## src/hdl/cbf_pkg.sv

```systemverilog
// Package: opcodes, status flag positions, cycle counts and the request carrier
package cbf_pkg;
    localparam int DATA_W = 8;
    localparam int REG_IDX_W = 5;
    localparam int IO_ADDR_W = 6;
    localparam int BIT_IDX_W = 3;
    localparam int SP_W = 16;
    localparam logic [SP_W-1:0] SP_RESET = 16'h0000;

    // Status flag bit positions
    localparam int FLAG_C = 0;
    localparam int FLAG_Z = 1;
    localparam int FLAG_N = 2;
    localparam int FLAG_V = 3;
    localparam int FLAG_S = 4;
    localparam int FLAG_H = 5;
    localparam int FLAG_T = 6;
    localparam int FLAG_I = 7;
    localparam logic [DATA_W-1:0] FLAGS_RESET = 8'h00;

    localparam int MSB = DATA_W - 1;
    localparam int NIB = DATA_W / 2;
    localparam logic [SP_W-1:0] SP_STEP = 16'h0001;

    // Execution cycle counts
    localparam int CYC_SHORT = 1;
    localparam int CYC_LONG = 2;

    typedef enum logic [4:0] {
        OP_NOP = 5'h00,
        OP_IN = 5'h01,
        OP_OUT = 5'h02,
        OP_PUSH = 5'h03,
        OP_POP = 5'h04,
        OP_IO_BIT_SET = 5'h05,
        OP_IO_BIT_CLEAR = 5'h06,
        OP_LOGICAL_LEFT_SHIFT = 5'h07,
        OP_LOGICAL_RIGHT_SHIFT = 5'h08,
        OP_ROTATE_LEFT_VIA_CARRY = 5'h09,
        OP_ROTATE_RIGHT_VIA_CARRY = 5'h0A,
        OP_ARITH_SHIFT_RIGHT = 5'h0B,
        OP_NIBBLE_SWAP = 5'h0C,
        OP_FLAG_SET = 5'h0D,
        OP_FLAG_CLEAR = 5'h0E,
        OP_BIT_TO_FLAG_STORE = 5'h0F,
        OP_FLAG_TO_BIT_LOAD = 5'h10,
        OP_SLEEP = 5'h11,
        OP_WATCHDOG_RESTART = 5'h12,
        OP_BREAK = 5'h13
    } cbf_op_t;

    typedef struct packed {
        cbf_op_t op;
        logic [REG_IDX_W-1:0] reg_idx;
        logic [IO_ADDR_W-1:0] io_addr;
        logic [BIT_IDX_W-1:0] bit_idx;
    } cbf_instr_t;

    typedef struct packed {
        logic we;
        logic [REG_IDX_W-1:0] idx;
        logic [DATA_W-1:0] data;
    } cbf_reg_wr_t;

    typedef struct packed {
        logic we;
        logic [IO_ADDR_W-1:0] addr;
        logic [DATA_W-1:0] data;
    } cbf_io_wr_t;
endpackage

```

## src/hdl/cbf_shifter.sv

```systemverilog
// Shift, rotate and nibble swap unit with its flag results
`timescale 1ns/10ps
`default_nettype none
module cbf_shifter #(
    parameter int W = 8
) (
    input wire cbf_pkg::cbf_op_t op,
    input wire logic [W-1:0] din,
    input wire logic [W-1:0] flags_in,
    output logic [W-1:0] dout,
    output logic [W-1:0] flags_out
);
    logic [W-1:0] f;
    logic carry;

    initial begin
        if (W != cbf_pkg::DATA_W) begin
            $error("cbf_shifter needs W equal to DATA_W");
        end
    end

    always_comb begin
        f = flags_in;
        carry = flags_in[cbf_pkg::FLAG_C];
        dout = din;
        case (op)
            cbf_pkg::OP_LOGICAL_LEFT_SHIFT: begin
                dout = {din[W-2:0], 1'b0};
                carry = din[W-1];
            end
            cbf_pkg::OP_LOGICAL_RIGHT_SHIFT: begin
                dout = {1'b0, din[W-1:1]};
                carry = din[0];
            end
            cbf_pkg::OP_ROTATE_LEFT_VIA_CARRY: begin
                dout = {din[W-2:0], flags_in[cbf_pkg::FLAG_C]};
                carry = din[W-1];
            end
            cbf_pkg::OP_ROTATE_RIGHT_VIA_CARRY: begin
                dout = {flags_in[cbf_pkg::FLAG_C], din[W-1:1]};
                carry = din[0];
            end
            cbf_pkg::OP_ARITH_SHIFT_RIGHT: begin
                dout = {din[W-1], din[W-1:1]};
                carry = din[0];
            end
            cbf_pkg::OP_NIBBLE_SWAP: begin
                dout = {din[W/2-1:0], din[W-1:W/2]};
            end
            default: begin
                dout = din;
            end
        endcase
        if (op inside {cbf_pkg::OP_LOGICAL_LEFT_SHIFT, cbf_pkg::OP_LOGICAL_RIGHT_SHIFT,
                cbf_pkg::OP_ROTATE_LEFT_VIA_CARRY, cbf_pkg::OP_ROTATE_RIGHT_VIA_CARRY,
                cbf_pkg::OP_ARITH_SHIFT_RIGHT}) begin
            // V is N xor C after the shift; S follows N xor V
            f[cbf_pkg::FLAG_C] = carry;
            f[cbf_pkg::FLAG_Z] = (dout == '0);
            f[cbf_pkg::FLAG_N] = dout[W-1];
            f[cbf_pkg::FLAG_V] = dout[W-1] ^ carry;
            f[cbf_pkg::FLAG_S] = dout[W-1] ^ dout[W-1] ^ carry;
        end
        flags_out = f;
    end
endmodule
`default_nettype wire

```

## src/hdl/cbf_regfile.sv

```systemverilog
// Working register file with one write port and two read ports
`timescale 1ns/10ps
`default_nettype none
module cbf_regfile #(
    parameter int W = 8,
    parameter int N = 32
) (
    input wire logic clk_sys,
    input wire logic rst_n,
    input wire cbf_pkg::cbf_reg_wr_t wr,
    input wire logic [$clog2(N)-1:0] rd_idx,
    output logic [W-1:0] rd_data,
    input wire logic [$clog2(N)-1:0] dbg_idx,
    output logic [W-1:0] dbg_data
);
    logic [W-1:0] regs_ff [N];

    initial begin
        if (N != (1 << cbf_pkg::REG_IDX_W)) begin
            $error("cbf_regfile needs N to match REG_IDX_W");
        end
    end

    // Array kept without reset so it maps to plain storage
    always_ff @(posedge clk_sys) begin
        if (wr.we) begin
            regs_ff[wr.idx] <= wr.data;
        end
    end

    assign rd_data = regs_ff[rd_idx];
    assign dbg_data = regs_ff[dbg_idx];
endmodule
`default_nettype wire

```

## src/hdl/cbf_core.sv

```systemverilog
// Execution of port, stack, bit, shift, flag and MCU control instructions
//
// Our own choices: the register offsets and strobed register access.
`timescale 1ns/10ps
`default_nettype none
module cbf_core #(
    parameter int W = 8,
    parameter int NREGS = 32
) (
    input wire logic clk_sys,
    input wire logic rst_n,
    input wire logic instr_valid,
    input wire cbf_pkg::cbf_instr_t instr,
    output logic instr_ready,
    output logic done,
    output cbf_pkg::cbf_io_wr_t io_wr,
    output logic [cbf_pkg::IO_ADDR_W-1:0] io_rd_addr,
    input wire logic [W-1:0] io_rd_data,
    output logic [cbf_pkg::SP_W-1:0] mem_addr,
    output logic mem_we,
    output logic [W-1:0] mem_wdata,
    input wire logic [W-1:0] mem_rdata,
    output logic [W-1:0] status_flags_register,
    output logic [cbf_pkg::SP_W-1:0] stack_ptr,
    output logic sleep_req,
    output logic watchdog_restart,
    output logic break_req,
    input wire logic [cbf_pkg::REG_IDX_W-1:0] dbg_idx,
    output logic [W-1:0] dbg_data
);
    typedef enum logic [1:0] {
        ST_IDLE = 2'b00,
        ST_SECOND = 2'b01
    } cbf_state_t;

    cbf_state_t state_ff, nxt_state;
    cbf_pkg::cbf_instr_t held_ff, nxt_held;
    logic [W-1:0] flags_ff, nxt_flags;
    logic [cbf_pkg::SP_W-1:0] sp_ff, nxt_sp;
    logic done_ff, nxt_done;
    logic sleep_ff, nxt_sleep;
    logic wdr_ff, nxt_wdr;
    logic brk_ff, nxt_brk;
    cbf_pkg::cbf_io_wr_t io_wr_ff, nxt_io_wr;
    logic [cbf_pkg::SP_W-1:0] mem_addr_ff, nxt_mem_addr;
    logic mem_we_ff, nxt_mem_we;
    logic [W-1:0] mem_wdata_ff, nxt_mem_wdata;
    cbf_pkg::cbf_reg_wr_t rf_wr;
    logic [W-1:0] rf_rd;
    logic [W-1:0] sh_dout, sh_flags;
    logic [cbf_pkg::REG_IDX_W-1:0] rf_idx;
    cbf_pkg::cbf_instr_t cur;

    initial begin
        if (W != cbf_pkg::DATA_W || NREGS != (1 << cbf_pkg::REG_IDX_W)) begin
            $error("cbf_core parameters do not match the package widths");
        end
    end

    function automatic logic [W-1:0] put_bit(input logic [W-1:0] v,
            input logic [cbf_pkg::BIT_IDX_W-1:0] b, input logic x);
        logic [W-1:0] r;
        r = v;
        r[b] = x;
        return r;
    endfunction

    function automatic logic is_two_cycle(input cbf_pkg::cbf_op_t op);
        return op inside {cbf_pkg::OP_PUSH, cbf_pkg::OP_POP,
            cbf_pkg::OP_IO_BIT_SET, cbf_pkg::OP_IO_BIT_CLEAR};
    endfunction

    assign cur = (state_ff == ST_SECOND) ? held_ff : instr;
    assign rf_idx = cur.reg_idx;
    assign instr_ready = (state_ff == ST_IDLE);
    assign io_rd_addr = cur.io_addr;

    cbf_regfile #(
        .W(W),
        .N(NREGS)
    ) u_regs (
        .clk_sys(clk_sys),
        .rst_n(rst_n),
        .wr(rf_wr),
        .rd_idx(rf_idx),
        .rd_data(rf_rd),
        .dbg_idx(dbg_idx),
        .dbg_data(dbg_data)
    );

    cbf_shifter #(
        .W(W)
    ) u_shift (
        .op(instr.op),
        .din(rf_rd),
        .flags_in(flags_ff),
        .dout(sh_dout),
        .flags_out(sh_flags)
    );

    always_comb begin
        nxt_state = state_ff;
        nxt_held = held_ff;
        nxt_flags = flags_ff;
        nxt_sp = sp_ff;
        nxt_done = 1'b0;
        nxt_sleep = 1'b0;
        nxt_wdr = 1'b0;
        nxt_brk = 1'b0;
        nxt_io_wr = '0;
        nxt_mem_addr = mem_addr_ff;
        nxt_mem_we = 1'b0;
        nxt_mem_wdata = mem_wdata_ff;
        rf_wr = '0;
        rf_wr.idx = cur.reg_idx;
        case (state_ff)
            ST_IDLE: begin
                if (instr_valid) begin
                    nxt_held = instr;
                    if (is_two_cycle(instr.op)) begin
                        nxt_state = ST_SECOND;
                    end else begin
                        nxt_done = 1'b1;
                    end
                    case (instr.op)
                        cbf_pkg::OP_IN: begin
                            rf_wr.we = 1'b1;
                            rf_wr.data = io_rd_data;
                        end
                        cbf_pkg::OP_OUT: begin
                            nxt_io_wr = '{we: 1'b1, addr: instr.io_addr, data: rf_rd};
                        end
                        cbf_pkg::OP_PUSH: begin
                            // Post-decrement: store at pointer, then move down
                            nxt_mem_addr = sp_ff;
                            nxt_mem_we = 1'b1;
                            nxt_mem_wdata = rf_rd;
                            nxt_sp = sp_ff - cbf_pkg::SP_STEP;
                        end
                        cbf_pkg::OP_POP: begin
                            nxt_sp = sp_ff + cbf_pkg::SP_STEP;
                            nxt_mem_addr = sp_ff + cbf_pkg::SP_STEP;
                        end
                        cbf_pkg::OP_LOGICAL_LEFT_SHIFT, cbf_pkg::OP_LOGICAL_RIGHT_SHIFT,
                        cbf_pkg::OP_ROTATE_LEFT_VIA_CARRY, cbf_pkg::OP_ROTATE_RIGHT_VIA_CARRY,
                        cbf_pkg::OP_ARITH_SHIFT_RIGHT, cbf_pkg::OP_NIBBLE_SWAP: begin
                            rf_wr.we = 1'b1;
                            rf_wr.data = sh_dout;
                            nxt_flags = sh_flags;
                        end
                        cbf_pkg::OP_FLAG_SET: begin
                            // Covers S, V, H, I and the rest by bit index
                            nxt_flags = put_bit(flags_ff, instr.bit_idx, 1'b1);
                        end
                        cbf_pkg::OP_FLAG_CLEAR: begin
                            nxt_flags = put_bit(flags_ff, instr.bit_idx, 1'b0);
                        end
                        cbf_pkg::OP_BIT_TO_FLAG_STORE: begin
                            nxt_flags[cbf_pkg::FLAG_T] = rf_rd[instr.bit_idx];
                        end
                        cbf_pkg::OP_FLAG_TO_BIT_LOAD: begin
                            rf_wr.we = 1'b1;
                            rf_wr.data = put_bit(rf_rd, instr.bit_idx,
                                flags_ff[cbf_pkg::FLAG_T]);
                        end
                        cbf_pkg::OP_SLEEP: begin
                            nxt_sleep = 1'b1;
                        end
                        cbf_pkg::OP_WATCHDOG_RESTART: begin
                            nxt_wdr = 1'b1;
                        end
                        cbf_pkg::OP_BREAK: begin
                            nxt_brk = 1'b1;
                        end
                        default: begin
                            nxt_held = instr;
                        end
                    endcase
                end
            end
            ST_SECOND: begin
                nxt_state = ST_IDLE;
                nxt_done = 1'b1;
                case (held_ff.op)
                    cbf_pkg::OP_POP: begin
                        rf_wr.we = 1'b1;
                        rf_wr.data = mem_rdata;
                    end
                    cbf_pkg::OP_IO_BIT_SET: begin
                        nxt_io_wr = '{we: 1'b1, addr: held_ff.io_addr,
                            data: put_bit(io_rd_data, held_ff.bit_idx, 1'b1)};
                    end
                    cbf_pkg::OP_IO_BIT_CLEAR: begin
                        nxt_io_wr = '{we: 1'b1, addr: held_ff.io_addr,
                            data: put_bit(io_rd_data, held_ff.bit_idx, 1'b0)};
                    end
                    default: begin
                        nxt_done = 1'b1;
                    end
                endcase
            end
            default: begin
                nxt_state = ST_IDLE;
            end
        endcase
    end

    always_ff @(posedge clk_sys or negedge rst_n) begin
        if (!rst_n) begin
            state_ff <= ST_IDLE;
            held_ff <= '0;
            flags_ff <= cbf_pkg::FLAGS_RESET;
            sp_ff <= cbf_pkg::SP_RESET;
            done_ff <= 1'b0;
            sleep_ff <= 1'b0;
            wdr_ff <= 1'b0;
            brk_ff <= 1'b0;
            io_wr_ff <= '0;
            mem_addr_ff <= cbf_pkg::SP_RESET;
            mem_we_ff <= 1'b0;
            mem_wdata_ff <= '0;
        end else begin
            state_ff <= nxt_state;
            held_ff <= nxt_held;
            flags_ff <= nxt_flags;
            sp_ff <= nxt_sp;
            done_ff <= nxt_done;
            sleep_ff <= nxt_sleep;
            wdr_ff <= nxt_wdr;
            brk_ff <= nxt_brk;
            io_wr_ff <= nxt_io_wr;
            mem_addr_ff <= nxt_mem_addr;
            mem_we_ff <= nxt_mem_we;
            mem_wdata_ff <= nxt_mem_wdata;
        end
    end

    assign done = done_ff;
    assign io_wr = io_wr_ff;
    assign mem_addr = mem_addr_ff;
    assign mem_we = mem_we_ff;
    assign mem_wdata = mem_wdata_ff;
    assign status_flags_register = flags_ff;
    assign stack_ptr = sp_ff;
    assign sleep_req = sleep_ff;
    assign watchdog_restart = wdr_ff;
    assign break_req = brk_ff;

    logic accept;
    assign accept = instr_valid && instr_ready;

    a_push_timing: assert property (@(posedge clk_sys) disable iff (!rst_n)
        accept && instr.op == cbf_pkg::OP_PUSH |-> ##1 mem_we && !done ##1 done
            && $stable(status_flags_register))
        else $error("push timing wrong");
    a_pop_sp: assert property (@(posedge clk_sys) disable iff (!rst_n)
        accept && instr.op == cbf_pkg::OP_POP |=> stack_ptr == $past(stack_ptr) + 16'h0001
            ##1 done && $stable(status_flags_register))
        else $error("pop pointer or timing wrong");
    a_bit_set: assert property (@(posedge clk_sys) disable iff (!rst_n)
        state_ff == ST_SECOND && held_ff.op == cbf_pkg::OP_IO_BIT_SET |=> io_wr.we
            && io_wr.data[$past(held_ff.bit_idx)] && done)
        else $error("io bit set wrong");
    a_bit_clear: assert property (@(posedge clk_sys) disable iff (!rst_n)
        state_ff == ST_SECOND && held_ff.op == cbf_pkg::OP_IO_BIT_CLEAR |=> io_wr.we
            && !io_wr.data[$past(held_ff.bit_idx)] && done)
        else $error("io bit clear wrong");
    a_shift_carry: assert property (@(posedge clk_sys) disable iff (!rst_n)
        accept && instr.op == cbf_pkg::OP_LOGICAL_LEFT_SHIFT |=> done
            && status_flags_register[cbf_pkg::FLAG_C] == $past(rf_rd[cbf_pkg::MSB]))
        else $error("left shift carry wrong");
    a_rol_carry: assert property (@(posedge clk_sys) disable iff (!rst_n)
        accept && instr.op == cbf_pkg::OP_ROTATE_LEFT_VIA_CARRY
            |-> sh_dout[0] == status_flags_register[cbf_pkg::FLAG_C])
        else $error("rotate left wrong");
    a_ror_carry: assert property (@(posedge clk_sys) disable iff (!rst_n)
        accept && instr.op == cbf_pkg::OP_ROTATE_RIGHT_VIA_CARRY
            |=> status_flags_register[cbf_pkg::FLAG_C] == $past(rf_rd[0]))
        else $error("rotate right carry wrong");
    a_asr_sign: assert property (@(posedge clk_sys) disable iff (!rst_n)
        accept && instr.op == cbf_pkg::OP_ARITH_SHIFT_RIGHT
            |-> sh_dout[cbf_pkg::MSB] == rf_rd[cbf_pkg::MSB])
        else $error("arith shift lost sign");
    a_bst_only_t: assert property (@(posedge clk_sys) disable iff (!rst_n)
        accept && instr.op == cbf_pkg::OP_BIT_TO_FLAG_STORE |=>
            status_flags_register[cbf_pkg::FLAG_T] == $past(rf_rd[instr.bit_idx])
            && status_flags_register[5:0] == $past(status_flags_register[5:0]))
        else $error("bit store wrong");
    a_flag_set: assert property (@(posedge clk_sys) disable iff (!rst_n)
        accept && instr.op == cbf_pkg::OP_FLAG_SET |=>
            status_flags_register == ($past(status_flags_register)
            | (8'h01 << $past(instr.bit_idx))))
        else $error("flag set touched other bits");
    a_sleep_pulse: assert property (@(posedge clk_sys) disable iff (!rst_n)
        accept && instr.op == cbf_pkg::OP_SLEEP |=> sleep_req && done ##1 !sleep_req)
        else $error("sleep pulse wrong");
    a_wdr_pulse: assert property (@(posedge clk_sys) disable iff (!rst_n)
        accept && instr.op == cbf_pkg::OP_WATCHDOG_RESTART |=> watchdog_restart
            && $stable(status_flags_register))
        else $error("watchdog restart wrong");

    c_push: cover property (@(posedge clk_sys) accept && instr.op == cbf_pkg::OP_PUSH);
    c_pop: cover property (@(posedge clk_sys) accept && instr.op == cbf_pkg::OP_POP);
    c_bit_set: cover property (@(posedge clk_sys) accept && instr.op == cbf_pkg::OP_IO_BIT_SET);
    c_rotate: cover property (@(posedge clk_sys)
        accept && instr.op == cbf_pkg::OP_ROTATE_RIGHT_VIA_CARRY);
endmodule
`default_nettype wire

```

## config.mk

```make
export PLATFORM = sky130hd
export DESIGN_NAME = cbf_core
export DESIGN_NICKNAME = d
export VERILOG_FILES = /design/src/hdl/cbf_pkg.sv /design/src/hdl/cbf_shifter.sv /design/src/hdl/cbf_regfile.sv /design/src/hdl/cbf_core.sv
export SDC_FILE = /design/constraint.sdc
export NUM_CORES = 1
export LEC_CHECK = 0
export BUFFER_PORTS_ARGS = -buffer_cell sky130_fd_sc_hd__buf_4
export CAP_MARGIN = 20
export CELL_PAD_IN_SITES_DETAIL_PLACEMENT = 0
export CELL_PAD_IN_SITES_GLOBAL_PLACEMENT = 1
export CORE_MARGIN = 2
export CORE_UTILIZATION = 25
export CTS_BUF_LIST = sky130_fd_sc_hd__clkbuf_16
export DETAILED_ROUTE_END_ITERATION = 10
export HOLD_SLACK_MARGIN = 0.1
export PLACE_DENSITY = 0.51
export SETUP_SLACK_MARGIN = 0.1
export SLEW_MARGIN = 30
export SYNTH_ARGS = -nofsm -noshare
export SYNTH_HDL_FRONTEND = slang
export SYNTH_SLANG_ARGS = --single-unit
```

## constraint.sdc

```tcl
create_clock -name clk_sys -period 13.6 [get_ports clk_sys]
set_input_delay 2.72 -clock clk_sys [delete_from_list [all_inputs] [get_ports clk_sys]]
set_output_delay 2.72 -clock clk_sys [all_outputs]
set_load 0.02 [all_outputs]
```

### Yosys cells after proc, flatten, opt, wreduce, memory -nomap -nowiden

Memories as Yosys holds them, arrays and structs flattened.
Cells that the tools add are included.

* output and inout port bits: 83
* flip-flop bits (word level): 89
* RAM bits: 256
* logic and storage cells: 131
* input bits: 43
* memories kept: 1

Memory list
* u_regs.regs_ff: depth 32, bits a word 8, rd ports 2, clocked after Yosys merged registers in 0, wr ports 1, RTL line cbf_regfile.sv:16 `logic [W-1:0] regs_ff [N];`

* reductions and logical operators: 22
* add/subtract/negate cells: 2
* bitwise operators: 8
* eq/ne operators: 26
* multiplexer cells: 48
* order comparisons: 4

Operators with widths (count)
* $pmux 16 s2: 2
* $pmux 15 s2: 2
* $pmux 8 s6: 1
* $eq 5x4->1 const B: 8
* $eq 5x3->1 const B: 7
* $mux 15: 2
* $pmux 8 s3: 1
* $mux 1: 22
* $eq 5x5->1 const B: 4
* $pmux 6 s3: 1
* $add 16x1->16 const B: 1
* $and 8x8->8: 2
* $mux 8: 2
* $not 8->8: 2
* $or 8x8->8: 2
* $pmux 8 s2: 1
* $sub 16x1->16 const B: 1
* $mux 14: 1
* $reduce_and 3->1: 4
* $eq 5x2->1 const B: 2
* $bwmux 8: 1
* $logic_not 8->1: 1
* $lt 3x4->1 const B: 2
* $pmux 1 s2: 4
* 24 further kinds: 34

### Logic depth before layout (Yosys ltp)

* depth after elaboration: 8
* depth in mapped cells: 15
* mapped depth without buffers: 10

### By module

A second synthesis with hierarchy kept.

* cells, all modules: 1098
* area total of the unflattened synthesis: 17197.7 um^2

Modules (own cells, without submodules)
* cbf_regfile: cells an instance 516, instances 1, area each 11887.7 um^2, seq. area each 7687.4 um^2
* cbf_core: cells an instance 522, instances 1, area each 4868.4 um^2, seq. area each 2202.1 um^2
* cbf_shifter: cells an instance 60, instances 1, area each 441.7 um^2, seq. area each 0.0 um^2

### Worst setup path after synthesis

OpenSTA, ideal clock, no wires.

* kind: input to output
* from: in dbg_idx[0] in the netlist's numbering
* to: out dbg_data[0]
* path buffers: 2
* stages: 5
* arrival: 4.974 ns
* required time: 10.880 ns
* slack: 5.906 ns
* cell sequence: clkbuf_1 -> buf_1 -> mux4_2 -> mux4_2 -> mux2_2

* word-level cells in the longest chain between the ends: 1

Ends and longest elaborated chain
* start: declaration: RTL line cbf_core.sv:28 `input wire logic [cbf_pkg::REG_IDX_W-1:0] dbg_idx,`
* $mem_v2 32x8
* end: declaration: RTL line cbf_core.sv:29 `output logic [W-1:0] dbg_data`

Every way passes these cells.

### Worst setup path after layout

* from: in dbg_idx[0] in the netlist's numbering
* to: out dbg_data[4]

The elaborated chain is that of the path after synthesis.

==> flow_summary.json <==
{
  "finalHoldViolCount": 0,
  "numCtsBuffers": 40,
  "layout.nets": 1531,
  "crit_path_start_kind": "input pin",
  "cp.buffers_inverters": 4,
  "slew_headroom": 0.2993,
  "skew_ns": 0.03105,
  "drtPass1Iterations": 7,
  "seq_power_share": 0.449,
  "synthFlopType": "edfxtp_1",
  "p_leak_uw": 0.007926,
  "seq_area_frac_synth": 0.5645,
  "clk_latency_ns": 0.59,
  "portBuffers": 125,
  "die_h_um": 268.7,
  "syn_avg_cell_area_um2": 12.99,
  "grt_pass1_vias": 12530,
  "cts_root_buf": "clkbuf_16",
  "htree_levels": 2,
  "crit_path_max_incr_delay_ns": 0.56,
  "comb_power_share": 0.173,
  "period_needed_ns": 8.138,
  "clkTransAtPathRegs_ns": 0.06,
  "clock-sinks": 344,
  "drv_cap": 0,
  "start_util": 0.2515,
  "cp.arrival_ns": 5.42,
  "grt_antenna_before_repair": 2,
  "cts_hold_buf": 0,
  "drive_gt1_frac": 0.2620,
  "synth_top_area_share": 0.4388,
  "dr.first_iter.drc_count": 1303,
  "dieArea_um2": 72210,
  "io_pins": 126,
  "p_total_uw": 2779,
  "yosysUniqueCellTypes": 75,
  "area_delta_synth_final_pct": 19.89,
  "power_switching_uw": 821.9,
  "cts_tree": "built",
  "grt_max_degree": 65,
  "ir_drop_uv": 72.55,
  "synth_fp_nets": 1396,
  "max_freq_ghz": 0.1229,
  "yosysWarnings": 0,
  "cp.required_ns": 10.88,
  "wl_per_cell_um": 26.55,
  "end_kind": "primary output",
  "synth_top_area_cell": "edfxtp_1",
  "cts_setup_buffers": 0,
  "rsz0062_at_grt": "no",
  "finalCritPeriodShare": 0.5984,
  "pwr-share-clk": 0.379,
  "grt_overflow_total": 0,
  "vias": 12890,
  "async_flop_share": 0.2558,
  "cts.path.max_buffers": 3,
  "worstMarginPinSlew_ns": 1.051,
  "yosys-top-cells-area": "edfxtp_1 (44%), dfrtp_1 (13%), mux4_2 (12%), nand2_1 (4.3%), mux2i_1 (2.5%)",
  "final-setup-viol-count": 0,
  "nFillCells": 7114,
  "drtAntennaViolNets": 0,
  "cellPowerDensity_nw_per_um2": 132.3,
  "synthCells": 1349,
  "synth-edff-count": 256,
  "swShare": 0.2957,
  "vias_per_cell": 5.250,
  "crit_family": "multiplexers",
  "internal_power_uw": 1957,
  "finalWeightedCongestion": 0.8358,
  "tns_ns": 0,
  "cp_common_cell": "buf_4",
  "drc": 0,
  "critPathMaxFanout": 28,
  "dp.final_hpwl_um": 44610,
  "die_w_um": 268.7,
  "synth.most_common_cell": "edfxtp_1",
  "ys_ff_latch": 344,
  "cts_resized": 0,
  "slew_violations": 0,
  "rows": 97,
  "slowest_stage": "mux4_2",
  "grt_first_pass_wirelength_um": 92280,
  "path_cells": "buf_4, buf_4, buf_12, mux4_2, mux4_2, mux2_2, buf_4",
  "drt-total-wl_um": 65210,
  "crit_type": "in -> out",
  "core_um2": 69660,
  "yosys-top-cells-count": "edfxtp_1 (256), nand2_1 (200), mux4_2 (91)",
  "grt_usage": 0.1782,
  "run_status": "finished, final reports clean",
  "mappedNetlistArea_um2": 17520,
  "hold_class": "reg -> reg"
}
[cells by family (layout without fill, tap and decap cells)]
group / Yosys count / count (layout) / share of synthesized area
simple gates: 449 / 449 / 0.1232
flops: 344 / 344 / 0.5645
compound gates: 249 / 249 / 0.09706
buf+inv: 107 / 273 / 0.02885
fa+ha+maj: 4 / 4 / 0.002857
mux: 166 / 166 / 0.1685
other cells: 0 / 1 / 0
xor+xnor: 30 / 30 / 0.01500
[sequential cells by signal (all words and copies together) (netlist names), named ones only]
signal and count:
mem_wdata 8, state_ff 1, sleep_req 1, u_regs.regs_ff 256, mem_addr 16, done 1
mem_we 1, stack_ptr 16, watchdog_restart 1, status_flags_register 7, break_req 1, io_wr 15
held_ff 19
[path summary, 6_finish.rpt]
check	startpoint	cells past startpoint	slack [ns]	to
min in group asynchronous	rst_n	1	2.15	mem_addr[3]
min reg2reg	held_ff[16]	2	0.47	held_ff[16]
max	dbg_idx[0]	7	5.46	dbg_data[4]
max reg2reg	state_ff[0]	11	8.65	u_regs.regs_ff[27][7]
max in group asynchronous	rst_n	2	10.40	held_ff[15]
min	held_ff[16]	2	0.47	held_ff[16]
[placed cells by master, fill, tap and decap left out, drive strengths merged, types with 6 or more instances in the layout]
| cell type | synthesis | routed |
|---|---|---|
| nand2b | 7 | 7 |
| o21ai | 59 | 59 |
| edfxtp | 256 | 256 |
| a21oi | 44 | 44 |
| buf | 38 | 191 |
| o22ai | 14 | 14 |
| nor2 | 85 | 85 |
| or3 | 7 | 7 |
| nand2 | 200 | 200 |
| a32oi | 10 | 10 |
| a41oi | 9 | 9 |
| a22oi | 7 | 7 |
| and2 | 10 | 10 |
| nand3 | 27 | 27 |
| a32o | 6 | 6 |
| nor3 | 19 | 19 |
| xor2 | 25 | 25 |
| clkbuf | 60 | 41 |
| nand4 | 29 | 29 |
| mux2i | 43 | 43 |
| nor4 | 11 | 11 |
| mux4 | 98 | 98 |
| nor3b | 7 | 7 |
| o2111ai | 7 | 7 |
| nand4b | 6 | 6 |
| nor2b | 9 | 9 |
| clkinv | 1 | 18 |
| mux2 | 25 | 25 |
| a22o | 6 | 6 |
| inv | 8 | 20 |
| dfrtp | 88 | 88 |
| o21bai | 54 | 54 |
[metrics by stage]
step           cells  worst slack [ns]  instance area [um^2]  hold slack [ns]  utilization
6_report        2456             5.462                 21000           0.4714       0.3015
5_1_grt         2456             5.306                 21000           0.5038       0.3015
4_1_cts         2455             5.401                 21000           0.4756       0.3015
3_5_place_dp    2382             5.400                 19750           0.4602       0.2835
3_3_place_gp    2380             5.311                 19700           0.4566       0.2828
2_1_floorplan   1349             5.906                 17520           0.4382            -
[per-layer routing]
layer / up-vias / track usage / wire [um] / part of all wire
li1: 5508 / - / - / -
met1: 6680 / 0.2477 / 28090 / 0.43
met2: 593 / 0.2800 / 30070 / 0.46
met3: 112 / 0.03023 / 4690 / 0.072
met4: 0 / 0.06351 / 2356 / 0.036
met5: - / 0 / 0 / 0
[worst min-delay path, delay by kind of cell (launching register included)]
kind	cells	cell delay, ns
simple gates	2	0.10
flops	1	0.34
[power groups by stage]
stage	registers (uW)	clock network (uW)	logic, uW
after floorplan	1290	0	245
after global placement	1270	0	478
after detailed placement	1270	0	482
after CTS	1250	1080	483
after global routing	1260	1120	517
final	1250	1050	479
[cell type report]
type | count | area, um^2 | share of cell area
antenna | 1 | 2.502 | 0.0001191
multi-input combinational | 898 | 7204 | 0.3430
clock inverter | 32 | 227.7 | 0.01084
timing repair buffer | 191 | 1444 | 0.06874
inverter | 9 | 33.78 | 0.001608
sequential | 344 | 9889 | 0.4708
tap | 940 | 1176 | 0.05600
clock buffer | 41 | 1026 | 0.04885
Power figures use the tool's default switching activity.
